[src/hw/clk_speed_pkg.sv]
package clk_speed_pkg;

    // ------------------------------------------------------------------
    // register map
    // ------------------------------------------------------------------
    localparam int          ADDR_W          = 12;
    localparam logic [7:0]  CFG_REG_INDEX   = 8'h8f;   // special-function index of config
    localparam logic [7:0]  STAT_REG_INDEX  = 8'h90;   // status word of this block
    localparam logic [ADDR_W-1:0] CFG_REG_ADDR  = {2'h0, CFG_REG_INDEX, 2'h0};
    localparam logic [ADDR_W-1:0] STAT_REG_ADDR = {2'h0, STAT_REG_INDEX, 2'h0};

    // ------------------------------------------------------------------
    // field layout and reset values
    // ------------------------------------------------------------------
    localparam int          DOUBLE_SPEED_BIT   = 0;
    localparam logic [7:0]  CFG_RESET_VALUE    = 8'h00;
    localparam int          STAT_MODE_BIT      = 0;
    localparam int          STAT_RESET_BIT     = 1;

    // ------------------------------------------------------------------
    // timing counts
    // ------------------------------------------------------------------
    localparam int          OSC_PER_MC_STD     = 12;
    localparam int          OSC_PER_MC_X2      = 6;
    localparam int          DIVIDER_RATIO      = OSC_PER_MC_STD / OSC_PER_MC_X2;
    localparam int          CORE_TICKS_PER_MC  = OSC_PER_MC_STD / DIVIDER_RATIO;
    localparam int          RESET_HOLD_MC      = 2;

    // ------------------------------------------------------------------
    // bus answers and types
    // ------------------------------------------------------------------
    localparam logic [1:0]  RESP_OKAY          = 2'h0;
    localparam logic [1:0]  RESP_SLVERR        = 2'h2;

    typedef enum logic [0:0] {
        WR_COLLECT = 1'b0,
        WR_RESP    = 1'b1
    } wr_state_t;

    typedef enum logic [0:0] {
        RD_IDLE = 1'b0,
        RD_DATA = 1'b1
    } rd_state_t;

    typedef struct packed {
        logic reset_active;
        logic double_speed_active;
    } clk_status_t;

endpackage

[src/hw/core_clock_speed_select.sv]
`timescale 1ns/100ps
`default_nettype none

module core_clock_speed_select
    import clk_speed_pkg::*;
#(
    parameter int MC_TICKS   = CORE_TICKS_PER_MC,
    parameter int RESET_MC   = RESET_HOLD_MC
) (
    input  wire logic              core_clk,
    input  wire logic              rstn,
    // crystal and reset pins
    input  wire logic              crystal_input,
    output logic                   crystal_output,
    input  wire logic              reset_pin,
    // clock and time bases toward cpu and peripherals
    output logic                   core_clock_out,
    output logic                   core_tick,
    output logic                   machine_cycle_tick,
    output logic                   chip_reset,
    output clk_status_t            status,
    // axi4-lite slave
    input  wire logic [ADDR_W-1:0] s_axi_awaddr,
    input  wire logic [2:0]        s_axi_awprot,
    input  wire logic              s_axi_awvalid,
    output logic                   s_axi_awready,
    input  wire logic [31:0]       s_axi_wdata,
    input  wire logic [3:0]        s_axi_wstrb,
    input  wire logic              s_axi_wvalid,
    output logic                   s_axi_wready,
    output logic [1:0]             s_axi_bresp,
    output logic                   s_axi_bvalid,
    input  wire logic              s_axi_bready,
    input  wire logic [ADDR_W-1:0] s_axi_araddr,
    input  wire logic [2:0]        s_axi_arprot,
    input  wire logic              s_axi_arvalid,
    output logic                   s_axi_arready,
    output logic [31:0]            s_axi_rdata,
    output logic [1:0]             s_axi_rresp,
    output logic                   s_axi_rvalid,
    input  wire logic              s_axi_rready
);

    // ------------------------------------------------------------------
    // helper functions
    // ------------------------------------------------------------------

    // decode a byte address to a mapped register
    function automatic logic addr_is(input logic [ADDR_W-1:0] a,
                                     input logic [ADDR_W-1:0] reg_addr);
        addr_is = (a[ADDR_W-1:2] == reg_addr[ADDR_W-1:2]);
    endfunction

    // wrap counter step
    function automatic logic [3:0] wrap_inc(input logic [3:0] v, input int top);
        wrap_inc = (v == 4'(top - 1)) ? 4'h0 : v + 4'h1;
    endfunction

    // ------------------------------------------------------------------
    // pin synchronisation
    // ------------------------------------------------------------------
    logic [1:0] pins_sync;
    logic       xtal_s;
    logic       rst_pin_s;

    sync_two_ff #(
        .WIDTH    (2)
    ) u_pin_sync (
        .core_clk (core_clk),
        .rstn     (rstn),
        .async_in ({reset_pin, crystal_input}),
        .sync_out (pins_sync)
    );

    assign xtal_s    = pins_sync[0];
    assign rst_pin_s = pins_sync[1];

    // ------------------------------------------------------------------
    // crystal edge and divide-by-two stage
    // ------------------------------------------------------------------
    logic xtal_prev_reg;
    logic div2_reg;
    logic xtal_rise;
    logic div2_rise;

    assign xtal_rise = xtal_s & ~xtal_prev_reg;
    assign div2_rise = xtal_rise & ~div2_reg;

    // crystal edge history
    always_ff @(posedge core_clk or negedge rstn) begin
        if (!rstn) begin
            xtal_prev_reg <= 1'b0;
        end else begin
            xtal_prev_reg <= xtal_s;
        end
    end

    // divider toggles on every crystal rising edge
    always_ff @(posedge core_clk or negedge rstn) begin
        if (!rstn) begin
            div2_reg <= 1'b0;
        end else if (xtal_rise) begin
            div2_reg <= ~div2_reg;
        end
    end

    // inverting amplifier output
    always_ff @(posedge core_clk or negedge rstn) begin
        if (!rstn) begin
            crystal_output <= 1'b1;
        end else begin
            crystal_output <= ~xtal_s;
        end
    end

    // ------------------------------------------------------------------
    // configuration and mode switch
    // ------------------------------------------------------------------
    logic [7:0] clock_config_reg;
    logic       double_speed_select;
    logic       mode_active_reg;
    logic       cfg_write;
    logic [7:0] cfg_wbyte;

    assign double_speed_select = clock_config_reg[DOUBLE_SPEED_BIT];

    // software byte write; full chip reset returns to standard mode
    always_ff @(posedge core_clk or negedge rstn) begin
        if (!rstn) begin
            clock_config_reg <= CFG_RESET_VALUE;
        end else if (chip_reset) begin
            clock_config_reg <= CFG_RESET_VALUE;
        end else if (cfg_write) begin
            clock_config_reg <= {7'h00, cfg_wbyte[DOUBLE_SPEED_BIT]};
        end
    end

    // mode taken only on divided clock rising edge
    always_ff @(posedge core_clk or negedge rstn) begin
        if (!rstn) begin
            mode_active_reg <= 1'b0;
        end else if (div2_rise) begin
            mode_active_reg <= double_speed_select;
        end
    end

    // ------------------------------------------------------------------
    // core clock selection and time bases
    // ------------------------------------------------------------------
    logic       core_rise;
    logic [3:0] mc_cnt_reg;
    logic       mc_wrap;

    // x2: every crystal rising edge; std: every second one
    assign core_rise = mode_active_reg ? xtal_rise : div2_rise;
    assign mc_wrap   = core_rise && (mc_cnt_reg == 4'(MC_TICKS - 1));

    // selected clock toward cpu and peripherals
    always_ff @(posedge core_clk or negedge rstn) begin
        if (!rstn) begin
            core_clock_out <= 1'b0;
            core_tick      <= 1'b0;
        end else begin
            core_clock_out <= mode_active_reg ? xtal_s : div2_reg;
            core_tick      <= core_rise;
        end
    end

    // six core periods per machine cycle in both modes
    always_ff @(posedge core_clk or negedge rstn) begin
        if (!rstn) begin
            mc_cnt_reg <= 4'h0;
        end else if (core_rise) begin
            mc_cnt_reg <= wrap_inc(mc_cnt_reg, MC_TICKS);
        end
    end

    // machine cycle strobe for cpu and peripheral timers
    always_ff @(posedge core_clk or negedge rstn) begin
        if (!rstn) begin
            machine_cycle_tick <= 1'b0;
        end else begin
            machine_cycle_tick <= mc_wrap;
        end
    end

    // ------------------------------------------------------------------
    // reset pin qualification
    // ------------------------------------------------------------------
    logic [3:0] rst_mc_reg;

    // count machine cycles while the pin stays high
    always_ff @(posedge core_clk or negedge rstn) begin
        if (!rstn) begin
            rst_mc_reg <= 4'h0;
        end else if (!rst_pin_s) begin
            rst_mc_reg <= 4'h0;
        end else if (mc_wrap && rst_mc_reg != 4'(RESET_MC)) begin
            rst_mc_reg <= rst_mc_reg + 4'h1;
        end
    end

    // full reset while qualified pin stays high
    always_ff @(posedge core_clk or negedge rstn) begin
        if (!rstn) begin
            chip_reset <= 1'b0;
        end else begin
            chip_reset <= rst_pin_s && (rst_mc_reg == 4'(RESET_MC));
        end
    end

    // status word for peripherals and readback
    always_ff @(posedge core_clk or negedge rstn) begin
        if (!rstn) begin
            status <= '0;
        end else begin
            status.double_speed_active <= mode_active_reg;
            status.reset_active        <= chip_reset;
        end
    end

    // ------------------------------------------------------------------
    // axi4-lite write channel
    // ------------------------------------------------------------------
    wr_state_t         wr_state_reg;
    logic              aw_held_reg;
    logic              w_held_reg;
    logic [ADDR_W-1:0] awaddr_reg;
    logic [31:0]       wdata_reg;
    logic [3:0]        wstrb_reg;
    logic              aw_take;
    logic              w_take;
    logic              both_held;

    assign aw_take   = s_axi_awvalid & s_axi_awready;
    assign w_take    = s_axi_wvalid & s_axi_wready;
    assign both_held = aw_held_reg & w_held_reg;
    assign cfg_write = (wr_state_reg == WR_COLLECT) && both_held
                       && addr_is(awaddr_reg, CFG_REG_ADDR) && wstrb_reg[0];
    assign cfg_wbyte = wdata_reg[7:0];

    // address and data captured in either order
    always_ff @(posedge core_clk or negedge rstn) begin
        if (!rstn) begin
            aw_held_reg   <= 1'b0;
            w_held_reg    <= 1'b0;
            awaddr_reg    <= '0;
            wdata_reg     <= 32'h0;
            wstrb_reg     <= 4'h0;
            s_axi_awready <= 1'b0;
            s_axi_wready  <= 1'b0;
        end else begin
            if (aw_take) begin
                aw_held_reg <= 1'b1;
                awaddr_reg  <= s_axi_awaddr;
            end else if (wr_state_reg == WR_COLLECT && both_held) begin
                aw_held_reg <= 1'b0;
            end
            if (w_take) begin
                w_held_reg <= 1'b1;
                wdata_reg  <= s_axi_wdata;
                wstrb_reg  <= s_axi_wstrb;
            end else if (wr_state_reg == WR_COLLECT && both_held) begin
                w_held_reg <= 1'b0;
            end
            s_axi_awready <= (wr_state_reg == WR_COLLECT) && !aw_held_reg && !aw_take
                             && !both_held;
            s_axi_wready  <= (wr_state_reg == WR_COLLECT) && !w_held_reg && !w_take
                             && !both_held;
        end
    end

    // response after both halves arrived
    always_ff @(posedge core_clk or negedge rstn) begin
        if (!rstn) begin
            wr_state_reg <= WR_COLLECT;
            s_axi_bvalid <= 1'b0;
            s_axi_bresp  <= RESP_OKAY;
        end else begin
            case (wr_state_reg)
                WR_COLLECT: begin
                    if (both_held) begin
                        wr_state_reg <= WR_RESP;
                        s_axi_bvalid <= 1'b1;
                        s_axi_bresp  <= (addr_is(awaddr_reg, CFG_REG_ADDR)
                                         || addr_is(awaddr_reg, STAT_REG_ADDR))
                                        ? RESP_OKAY : RESP_SLVERR;
                    end
                end
                WR_RESP: begin
                    if (s_axi_bready) begin
                        wr_state_reg <= WR_COLLECT;
                        s_axi_bvalid <= 1'b0;
                    end
                end
                default: begin
                    wr_state_reg <= WR_COLLECT;
                    s_axi_bvalid <= 1'b0;
                end
            endcase
        end
    end

    // ------------------------------------------------------------------
    // axi4-lite read channel
    // ------------------------------------------------------------------
    rd_state_t rd_state_reg;

    // one read at a time, data one cycle after address
    always_ff @(posedge core_clk or negedge rstn) begin
        if (!rstn) begin
            rd_state_reg  <= RD_IDLE;
            s_axi_arready <= 1'b0;
            s_axi_rvalid  <= 1'b0;
            s_axi_rdata   <= 32'h0;
            s_axi_rresp   <= RESP_OKAY;
        end else begin
            case (rd_state_reg)
                RD_IDLE: begin
                    s_axi_arready <= !(s_axi_arvalid && s_axi_arready);
                    if (s_axi_arvalid && s_axi_arready) begin
                        rd_state_reg <= RD_DATA;
                        s_axi_rvalid <= 1'b1;
                        s_axi_rresp  <= RESP_OKAY;
                        if (addr_is(s_axi_araddr, CFG_REG_ADDR)) begin
                            s_axi_rdata <= {24'h0, clock_config_reg};
                        end else if (addr_is(s_axi_araddr, STAT_REG_ADDR)) begin
                            s_axi_rdata <= {30'h0, status};
                        end else begin
                            s_axi_rdata <= 32'h0;
                            s_axi_rresp <= RESP_SLVERR;
                        end
                    end
                end
                RD_DATA: begin
                    s_axi_arready <= 1'b0;
                    if (s_axi_rready) begin
                        rd_state_reg  <= RD_IDLE;
                        s_axi_rvalid  <= 1'b0;
                        s_axi_arready <= 1'b1;
                    end
                end
                default: begin
                    rd_state_reg <= RD_IDLE;
                    s_axi_rvalid <= 1'b0;
                end
            endcase
        end
    end

endmodule // core_clock_speed_select

`default_nettype wire

[src/hw/sync_two_ff.sv]
`timescale 1ns/100ps
`default_nettype none

module sync_two_ff #(
    parameter int WIDTH = 1
) (
    input  wire logic             core_clk,
    input  wire logic             rstn,
    input  wire logic [WIDTH-1:0] async_in,
    output var  logic [WIDTH-1:0] sync_out
);

    logic [WIDTH-1:0] stage1_reg;

    // two flops, first one read only by second
    always_ff @(posedge core_clk or negedge rstn) begin
        if (!rstn) begin
            stage1_reg <= '0;
            sync_out   <= '0;
        end else begin
            stage1_reg <= async_in;
            sync_out   <= stage1_reg;
        end
    end

endmodule // sync_two_ff

`default_nettype wire

[config.mk]
export PLATFORM = sky130hd
export DESIGN_NAME = core_clock_speed_select
export DESIGN_NICKNAME = d
export VERILOG_FILES = /design/src/hw/clk_speed_pkg.sv /design/src/hw/core_clock_speed_select.sv /design/src/hw/sync_two_ff.sv
export SDC_FILE = /design/constraint.sdc
export NUM_CORES = 1
export LEC_CHECK = 0
export BUFFER_PORTS_ARGS = -buffer_cell sky130_fd_sc_hd__buf_2
export CELL_PAD_IN_SITES_DETAIL_PLACEMENT = 0
export CELL_PAD_IN_SITES_GLOBAL_PLACEMENT = 1
export CORE_ASPECT_RATIO = 0.75
export CORE_MARGIN = 10
export CORE_UTILIZATION = 33
export CTS_BUF_LIST = sky130_fd_sc_hd__clkbuf_2 sky130_fd_sc_hd__clkbuf_4 sky130_fd_sc_hd__clkbuf_8
export CTS_CLUSTER_SIZE = 40
export DETAILED_ROUTE_END_ITERATION = 8
export PLACE_DENSITY_LB_ADDON = 0.1
export SYNTH_ARGS = -nofsm -noshare
export SYNTH_HDL_FRONTEND = slang
export SYNTH_HIERARCHICAL = 1
export SYNTH_SLANG_ARGS = --single-unit
[constraint.sdc]
create_clock -name core_clk -period 1.7 [get_ports core_clk]
set_clock_uncertainty 0.1 [all_clocks]
set_input_delay 0.51 -clock core_clk [delete_from_list [all_inputs] [get_ports core_clk]]
set_output_delay 0.51 -clock core_clk [all_outputs]
set_load 0.005 [all_outputs]
==> summary.md, run 1 <==
| Metric | Value |
|---|---|
| Status | completed |
| Pwr Total | 3.213 mW |
| LEAKAGE | 1.250 nW |
| Worst IR drop on VDD | 0.5472 mV |
| Final hold vios | 0 |
| Clock buffer depth | 2 |
| Max-cap violations | 0 |
| Drc violations | 0 |
| N_diodes | 0 |
| Power per cell area | 1265 nW/um^2 |
| Crit Path Category | reg -> reg |
| Worst Hold Margin | 0.08575 ns |
| Die H | 90.18 um |
| Crit path DAT | 1.69 ns |
| Fillers | 628 |
| Crit. Startpoint | awaddr_reg[11] |
| CP Max Fanout | 3 |
| Sequential area share after synthesis | 55.48% |
| Total CTS buffers | 5 |
| Post-route ant nets | 0 |
| Total track usage | 8.245% |
| Setup violators final | 0 |
| Hold bufs inserted after CTS | 0 |
| RSZ-0062 raised after global routing | false |
| Initial antenna violation count | 0 |
| Minimum clock period | 1.596 ns |
| Iteration-0 DRC Markers | 43 |
| Final WL | 4259 um |
| Syn-to-layout area delta | 17.15% |
| Number of global-route vias before repair | 1441 |
| M2 GR Usage | 10.10% |
| Clock Sinks | 48 |
| Drt via density | 4.207 |
| Synth area leader | dfrtp_1 |
| Area of the multi-input gates | 808.3 sq um |
| Total grt overflow | 0 |
| EDFF count, synth | 0 |
| DR pass1 iterations | 3 |
| Starting Density | 34.13% |
| First-pass GRT wire length | 7010 um |
| WL/cell | 13.19 um |
| CORE AREA | 6350 sq um |
| Mapped cell area | 2167 sq um |
| Htree depth | 2 |
| Layout cells sized above 1 | 33.06% |
| CTS clk-pin slew, worst paths | 0.08 ns |
| Dominant synthesized flop cell | dfrtp_1 |
| Setup TNS | 0 ns |
| Synth top cells by count | dfrtp_1, buf_4, mux2_2 |
| CP Capture Type | register |
| R2R setup slack | 0.10 ns |
| Routability Congestion | 0.7030 |
| Ranking of synthesized cells by area | dfrtp_1, buf_4, mux2_2 |
| Final slew viol count | 0 |
| Worst EP required | 1.79 ns |
| Max Clock Freq | 0.6264 GHz |
| R2R Path Start | awaddr_reg[11] |
| Register area | 1202 sq um |
| HP Class | in -> async |
| Clk root buf | clkbuf_8 |
| I/O pins | 123 |
| Met3 usage | 5.644% |
| Average size of a mapped cell | 11.78 sq um |
| Synth top area share | 54.27% |
| Detailed placement HPWL | 3285 um |
| Row cnt | 25 |
| Busiest grt layer | met1 |
| Clock Latency Late Sink | 0.30 ns |
| TritonCTS clock tree | built |
| Max reg flops | 10 |
| Vias post-DR | 1359 |
| Final worst path period share | 93.90% |
| R2R cell count | 4 |
| Most common cell in the netlist | dfrtp_1 |
| Largest net degree at the start of global routing | 49 |
| Met1 usage | 11.04% |
| Die ar. | 10240 sq um |
| Final core occ | 39.98% |
| Distinct cells, synth | 47 |
| Mapped Cells | 184 |
| Fin nets | 318 |
| I/O Buffers | 46 |
| Syn. warnings | 6 |
| Startpoint types | register |
| Synth Register Bits | 48 |
| FF-to-FF End | clock_config_reg[0] |
| Post-synth ARST share | 100.0% |
| Die Width | 113.6 um |
## worst max-delay path by stage
stage	to	slack, ns	cells after the start
finish	clock_config_reg[0]	0.10	4
global route	clock_config_reg[0]	0.02	4
CTS	clock_config_reg[0]	0.09	4
detailed placement	s_axi_rresp[1]	-0.12	5
global placement	s_axi_rresp[1]	-0.10	5
floorplan	s_axi_rresp[1]	0.08	4
## layout make-up
type,instances,area share (%)
flip-flops and latches,48,47.36
multi-input cells,124,31.84
repair buffers,52,11.83
well taps,81,3.992
clock buffers,7,3.302
inverters,10,1.479
clock inverters,1,0.1971
## routing by layer
| metal | part of all wire, % | wire length, um | up-vias |
|---|---|---|---|
| met2 | 36 | 1535 | 64 |
| li1 | - | - | 680 |
| met4 | 1.3 | 55 | 0 |
| met5 | 0 | 0 | - |
| met1 | 48 | 2043 | 608 |
| met3 | 15 | 625 | 7 |
## cells in the final DEF, fill, tap and decap left out, types with 3 or more instances in the layout
| cell | instances |
|---|---|
| buf_2 | 46 |
| nor2_1 | 4 |
| and3_1 | 3 |
| a21oi_1 | 4 |
| dfrtp_1 | 47 |
| nand2_1 | 11 |
| conb_1 | 32 |
| mux2_2 | 14 |
| o21ai_0 | 8 |
| or3_1 | 3 |
| inv_1 | 10 |
| clkbuf_8 | 5 |
| nand3_1 | 3 |
| a21boi_1 | 3 |
| buf_4 | 4 |
## stage by stage
step	worst slack, ns	area [sq um]	std cells
2_1_floorplan	0.07548	2283	215
3_3_place_gp	-0.1035	2441	315
3_5_place_dp	-0.1214	2441	315
4_1_cts	0.08726	2530	323
5_1_grt	0.01508	2539	323
6_report	0.1036	2539	323
## cells by family (layout without fill, tap and decap cells)
group | Yosys count | after routing | synth area share [%]
flip-flops | 48 | 48 | 55.49
AND/OR/NAND/NOR | 46 | 46 | 13.51
buffers and inverters | 43 | 70 | 12.99
AO/OA/AOI/OAI | 25 | 25 | 7.276
multiplexers | 16 | 16 | 8.199
XOR/XNOR | 3 | 3 | 1.213
adder cells (fa/ha/maj) | 2 | 2 | 1.155
other | 1 | 32 | 0.1730
## power by group
group	switching, mW	internal [mW]
logic	0.357	0.451
registers	0.242	1.48
clock network	0.359	0.321
total	0.958	2.25
## worst max-delay path, cell delays in order (launching register included)
cell	delay, ns
dfrtp_1	0.40
or4bb_1	0.52
nor4_2	0.22
mux2i_1	0.22
nor2_1	0.05
## repair_timing
action                                  4_1_cts  5_1_grt
gates resized for setup                       0        1
endpoints found under the setup margin        0        1
setup buffers                                 0        0
No activity file was read; power rests on OpenSTA's default activity.
==> run 2: changes to the inputs <==
- CORE_MARGIN: 10 -> 2
==> summary.md, run 2 (synthesis gave the netlist of run 1 again) <==
| Metric | Value |
|---|---|
| Cell Count, Final, Fillers Out | 323 (unchanged) |
| Minimum clock period | 1.583 ns (-0.01304 ns) |
| Setup TNS | 0 ns (unchanged) |
| Clock Sinks | 48 (unchanged) |
| Total grt overflow | 0 (unchanged) |
| LEAKAGE | 1.254 nW (+0.32%) |
| CORE AREA | 6319 sq um (-0.49%) |
| Drc violations | 0 (unchanged) |
| Die ar. | 7238 sq um (-29%) |
| Initial antenna violation count | 0 (unchanged) |
| CP Max Fanout | 9 (+6) |
| Starting Density | 34.30% (+0.17 points) |
| Met3 usage | 3.759% (-1.9 points) |
| Htree depth | 2 (unchanged) |
| Vias post-DR | 1399 (+2.9%) |
| Most common cell after layout, fill and taps aside | dfrtp_1 |
| Post-route ant nets | 0 (unchanged) |
| Dpl cells | 315 (unchanged) |
| Syn-to-layout area delta | 18.19% |
| Clk pwr share | 24.5% (+3.3 points) |
| Number of global-route vias before repair | 1300 (-9.8%) |
| Detailed placement HPWL | 2707 um (-18%) |
| Die Width | 97.57 um (-14%) |
| Iteration-0 DRC Markers | 38 (-12%) |
| Die H | 74.18 um (-18%) |
| Most frequent cells in the layout | dfrtp_1, buf_2, conb_1 |
| Routability Congestion | 0.7280 (+3.6%) |
| Fin area | 2561 sq um (+0.89%) |
| CP Capture Type | register |
| Post-CTS Setup Bufs | 0 (unchanged) |
| Max reg flops | 10 (unchanged) |
| I/O pins | 123 (unchanged) |
| Final hold vios | 0 (unchanged) |
| Max-cap violations | 0 (unchanged) |
| DR pass1 iterations | 4 (+1) |
| N_diodes | 0 (unchanged) |
| HP Class | in -> async |
| Final WL | 3707 um (-13%) |
| TritonCTS clock tree | built |
| Largest net degree at the start of global routing | 49 (unchanged) |
| Reg power frac | 51.1% (-2.6 points) |
| Sw frac | 29.28% (-0.54 points) |
| Layout cells sized above 1 | 33.06% (unchanged) |
| Pwr Total | 3.364 mW (+4.7%) |
| Hold bufs inserted after CTS | 0 (unchanged) |
| WL/cell | 11.48 um (-13%) |
| Post-DP Area | 2441 sq um (unchanged) |
| Drt via density | 4.331 (+2.9%) |
| # resized after CTS | 0 (unchanged) |
| Crit path DAT | 1.72 ns (+0.03 ns) |
| Final slew viol count | 0 (unchanged) |
| M2 GR Usage | 15.86% (+5.8 points) |
| Clk root buf | clkbuf_8 |
| Row cnt | 25 (unchanged) |
| NetSw | 0.9851 mW (+2.8%) |
| Startpoint types | register |
| Fin nets | 318 (unchanged) |
| R2R cell count | 4 (unchanged) |
| Clock buffer depth | 2 (unchanged) |
| Power per cell area | 1313 nW/um^2 (+3.8%) |
| Worst EP required | 1.83 ns (+0.04 ns) |
| Worst IR drop on VDD | 0.7520 mV (+37%) |
| Crit Path Category | reg -> reg |
| Busiest grt layer | met2 |
| Status | completed |
| Total CTS buffers | 5 (unchanged) |
| Total track usage | 11.05% (+2.8 points) |
| Final worst path period share | 93.14% (-0.77 points) |
| Cell internal pwr | 2.379 mW (+5.5%) |
| Met1 usage | 15.44% (+4.4 points) |
| First-pass GRT wire length | 6203 um (-12%) |
| I/O Buffers | 46 (unchanged) |
| CTS clk-pin slew, worst paths | 0.09 ns (about the same) |
| Max Clock Freq | 0.6316 GHz (+0.82%) |
| Combinational share of power | 24.3% (-0.8 points) |
| Setup violators final | 0 (unchanged) |
| Clock Latency Late Sink | 0.30 ns (about the same) |
==> run 2: cell types whose count changed in the layout (fill, tap and decap cells not counted), sizes merged <==
cell | before | now
clkinvlp | 0 | 1
bufinv | 0 | 1
clkbuf | 7 | 5
==> run 2: per-stage QoR <==
stage               hold slack, ns  utilization [%]  setup WS (ns)
CTS                        0.07971            40.40        0.07244
global placement            0.2325            38.63        -0.1126
floorplan                   0.1144                -        0.07548
detailed placement          0.2363            38.63        -0.1263
finish                     0.06879            40.53         0.1167
global route                0.1057            40.53       -0.01882
==> run 2: per-layer routing <==
metal	part of all wire (%)	vias up	wire length, um
li1	-	682	-
met1	51	643	1879
met5	0	-	0
met3	8.9	5	329
met4	1.2	0	44
met2	39	69	1452
==> run 2: area by class of cell <==
type                       count  area [sq um]
tap                           81         101.3
multi-input combinational    124         808.3
fill                         633          3757
timing repair buffer          52         300.3
sequential                    48          1202
clock inverter                 3         42.54
inverter                      10         37.54
clock buffer                   5         68.82
==> run 2: final timing paths <==
check                                          from                  endpoint  slack (ns)
min                                            rstn             rst_mc_reg[3]        0.07
min in group core_clk                 crystal_input  u_pin_sync/stage1_reg[0]        0.21
max                                   mc_cnt_reg[2]             rst_mc_reg[3]        0.12
min reg2reg                u_pin_sync/stage1_reg[1]    u_pin_sync/sync_out[1]        0.25
max in group asynchronous                      rstn            crystal_output        1.15
max reg2reg                           mc_cnt_reg[2]             rst_mc_reg[3]        0.12
==> run 2: power groups by stage <==
stage	registers [mW]	logic, mW	clock network (mW)
2_1_floorplan	1.70	0.568	0
3_3_place_gp	1.74	0.811	0
3_5_place_dp	1.74	0.822	0
4_1_cts	1.72	0.827	0.861
5_1_grt	1.78	0.934	0.912
6_report	1.72	0.819	0.825
==> run 2: critical path, cell delays in order (launching register included) <==
cell and delay (ns):
dfrtp_1 0.41, nor3b_2 0.28, nand4_4 0.19, or3_1 0.38
a21boi_1 0.15
==> run 3: changes to the inputs <==
- BUFFER_PORTS_ARGS: -buffer_cell sky130_fd_sc_hd__buf_2 -> not set
- CORE_UTILIZATION: 33 -> 48
- DONT_BUFFER_PORTS: not set -> 1
- PLACE_DENSITY_LB_ADDON: 0.1 -> 0.05
==> summary.md, run 3 (synthesis gave the netlist of run 1 again) <==
| Metric | Value |
|---|---|
| Failing checks | hold timing |
| Final worst slack | 0.1037 ns (-0.01292 ns) |
| Syn-to-layout area delta | 3.175% |
| Fillers | 395 (-38%) |
| Status | finished, violations left |
| Final core occ | 50.65% (+10 points) |
| Vias post-DR | 1222 (-13%) |
| DR pass1 iterations | 4 (unchanged) |
| Final hold vios | 48 (+48) |
| Die H | 62.19 um (-16%) |
| Final slew viol count | 0 (unchanged) |
| Pwr Total | 3.155 mW (-6.2%) |
| Die ar. | 5074 sq um (-30%) |
| Uppermost routed layer | met4 |
| WL met3 | 408 um (+24%) |
| HP Class | in -> async |
| Die Width | 81.59 um (-16%) |
| LEAKAGE | 1.054 nW (-16%) |
| Worst Hold Margin | -0.1996 ns (-0.2684 ns) |
| Metal2 WL | 1407 um (-3.1%) |
| Total CTS buffers | 5 (unchanged) |
| Largest net degree at the start of global routing | 49 (unchanged) |
| CP Max Fanout | 3 (-6) |
| Clock buffer depth | 2 (unchanged) |
| Cell Count, Final, Fillers Out | 247 (-24%) |
| Worst EP required | 1.78 ns (-0.05 ns) |
| TritonCTS clock tree | built |
| Detailed placement HPWL | 2405 um (-11%) |
| CORE AREA | 4414 sq um (-30%) |
| Iteration-0 DRC Markers | 70 (+84%) |
| Power per cell area | 1411 nW/um^2 (+7.4%) |
| Clock Sinks | 48 (unchanged) |
| Final worst path period share | 93.90% (+0.76 points) |
| WL met1 | 1410 um (-25%) |
| Clk root buf | clkbuf_8 |
| Place WS | -0.003874 ns (+0.1224 ns) |
| Routability Congestion | 0.7791 (+7.0%) |
| First-pass GRT wire length | 5202 um (-16%) |
| Max Clock Freq | 0.6265 GHz (-0.81%) |
| CP Capture Type | register |
| Max-cap violations | 0 (unchanged) |
| Area of the multi-input gates | 813.3 sq um (+0.62%) |
| N_diodes | 0 (unchanged) |
| Max reg flops | 10 (unchanged) |
| Total grt overflow | 0 (unchanged) |
| Initial antenna violation count | 0 (unchanged) |
| Startpoint types | register |
| Crit Path Category | reg -> reg |
| Post-route ant nets | 0 (unchanged) |
| Drc violations | 0 (unchanged) |
| Most frequent cells in the layout | dfrtp_1, conb_1, mux2_2 |
| Starting Density | 49.09% (+15 points) |
| RSZ-0062 raised after global routing | false |
| Register area | 1202 sq um (unchanged) |
| Dpl cells | 239 (-24%) |
| Crit path DAT | 1.68 ns (-0.04 ns) |
| Minimum clock period | 1.596 ns (+0.01292 ns) |
| Htree depth | 2 (unchanged) |
| I/O Buffers | 0 (-100%) |
| Row cnt | 21 (-16%) |
| Most common cell after layout, fill and taps aside | dfrtp_1 |
| Layout cells sized above 1 | 15.26% (-18 points) |
| Setup violators final | 0 (unchanged) |
| Clock Latency Late Sink | 0.29 ns (about the same) |
| CTS clk-pin slew, worst paths | 0.09 ns (about the same) |
| Final WL | 3256 um (-12%) |
| I/O pins | 123 (unchanged) |
| Worst IR drop on VDD | 0.5860 mV (-22%) |
| Drt via density | 4.947 (+14%) |
| Number of global-route vias before repair | 1136 (-13%) |
| WL/cell | 13.18 um (+15%) |
| Total track usage | 13.67% (+2.6 points) |
| Fin nets | 266 (-16%) |
## run 3: through the flow
| step | cell area, sq um | TNS [ns] |
|---|---|---|
| 2_1_floorplan | 2283 | 0 |
| 3_3_place_gp | 2111 | 0 |
| 3_5_place_dp | 2111 | -0.003874 |
| 4_1_cts | 2222 | 0 |
| 5_1_grt | 2236 | 0 |
| 6_report | 2236 | 0 |
## run 3: layout make-up
type | instances | share of cell area (%)
flip-flops and latches | 48 | 53.78
well taps | 57 | 3.190
clock inverters | 2 | 1.567
inverters | 10 | 1.679
multi-input cells | 124 | 36.37
clock buffers | 6 | 3.414
## run 3: critical path, stage by stage (launching register included)
cell	delay (ns)
dfrtp_1	0.40
or4bb_1	0.55
nor4_4	0.17
mux2i_1	0.22
nor2_1	0.05
## run 3: path summary, 6_finish.rpt
path,start,to,slack [ns],depth (start not counted)
worst max-delay path,awaddr_reg[11],clock_config_reg[0],0.10,4
worst min-delay path,rstn,awaddr_reg[3],-0.20,0
worst max register to register,awaddr_reg[11],clock_config_reg[0],0.10,4
worst min register to register,u_pin_sync/stage1_reg[1],u_pin_sync/sync_out[1],0.26,0
max in group asynchronous,rstn,crystal_output,1.51,0
min in group core_clk,reset_pin,u_pin_sync/stage1_reg[1],0.14,0
## run 3: power breakdown
| part | switching, mW | internal, mW |
|---|---|---|
| Clock | 0.355 | 0.452 |
| Sequential | 0.272 | 1.48 |
| Combinational | 0.265 | 0.329 |
| Total | 0.891 | 2.26 |
## run 3: timing repair
| item | in CTS | in global routing |
|---|---|---|
| gates resized for setup | 0 | 2 |
| setup buffers | 0 | 0 |
| setup endpoints to repair | 0 | 3 |
| hold endpoints to repair | 48 | 48 |
## run 3: routing by layer
metal | global-route usage, % | up-vias
met2 | 20.90 | 71
met4 | 3.750 | 0
met5 | 0 | -
met1 | 17.10 | 568
met3 | 6.977 | 5
li1 | - | 578
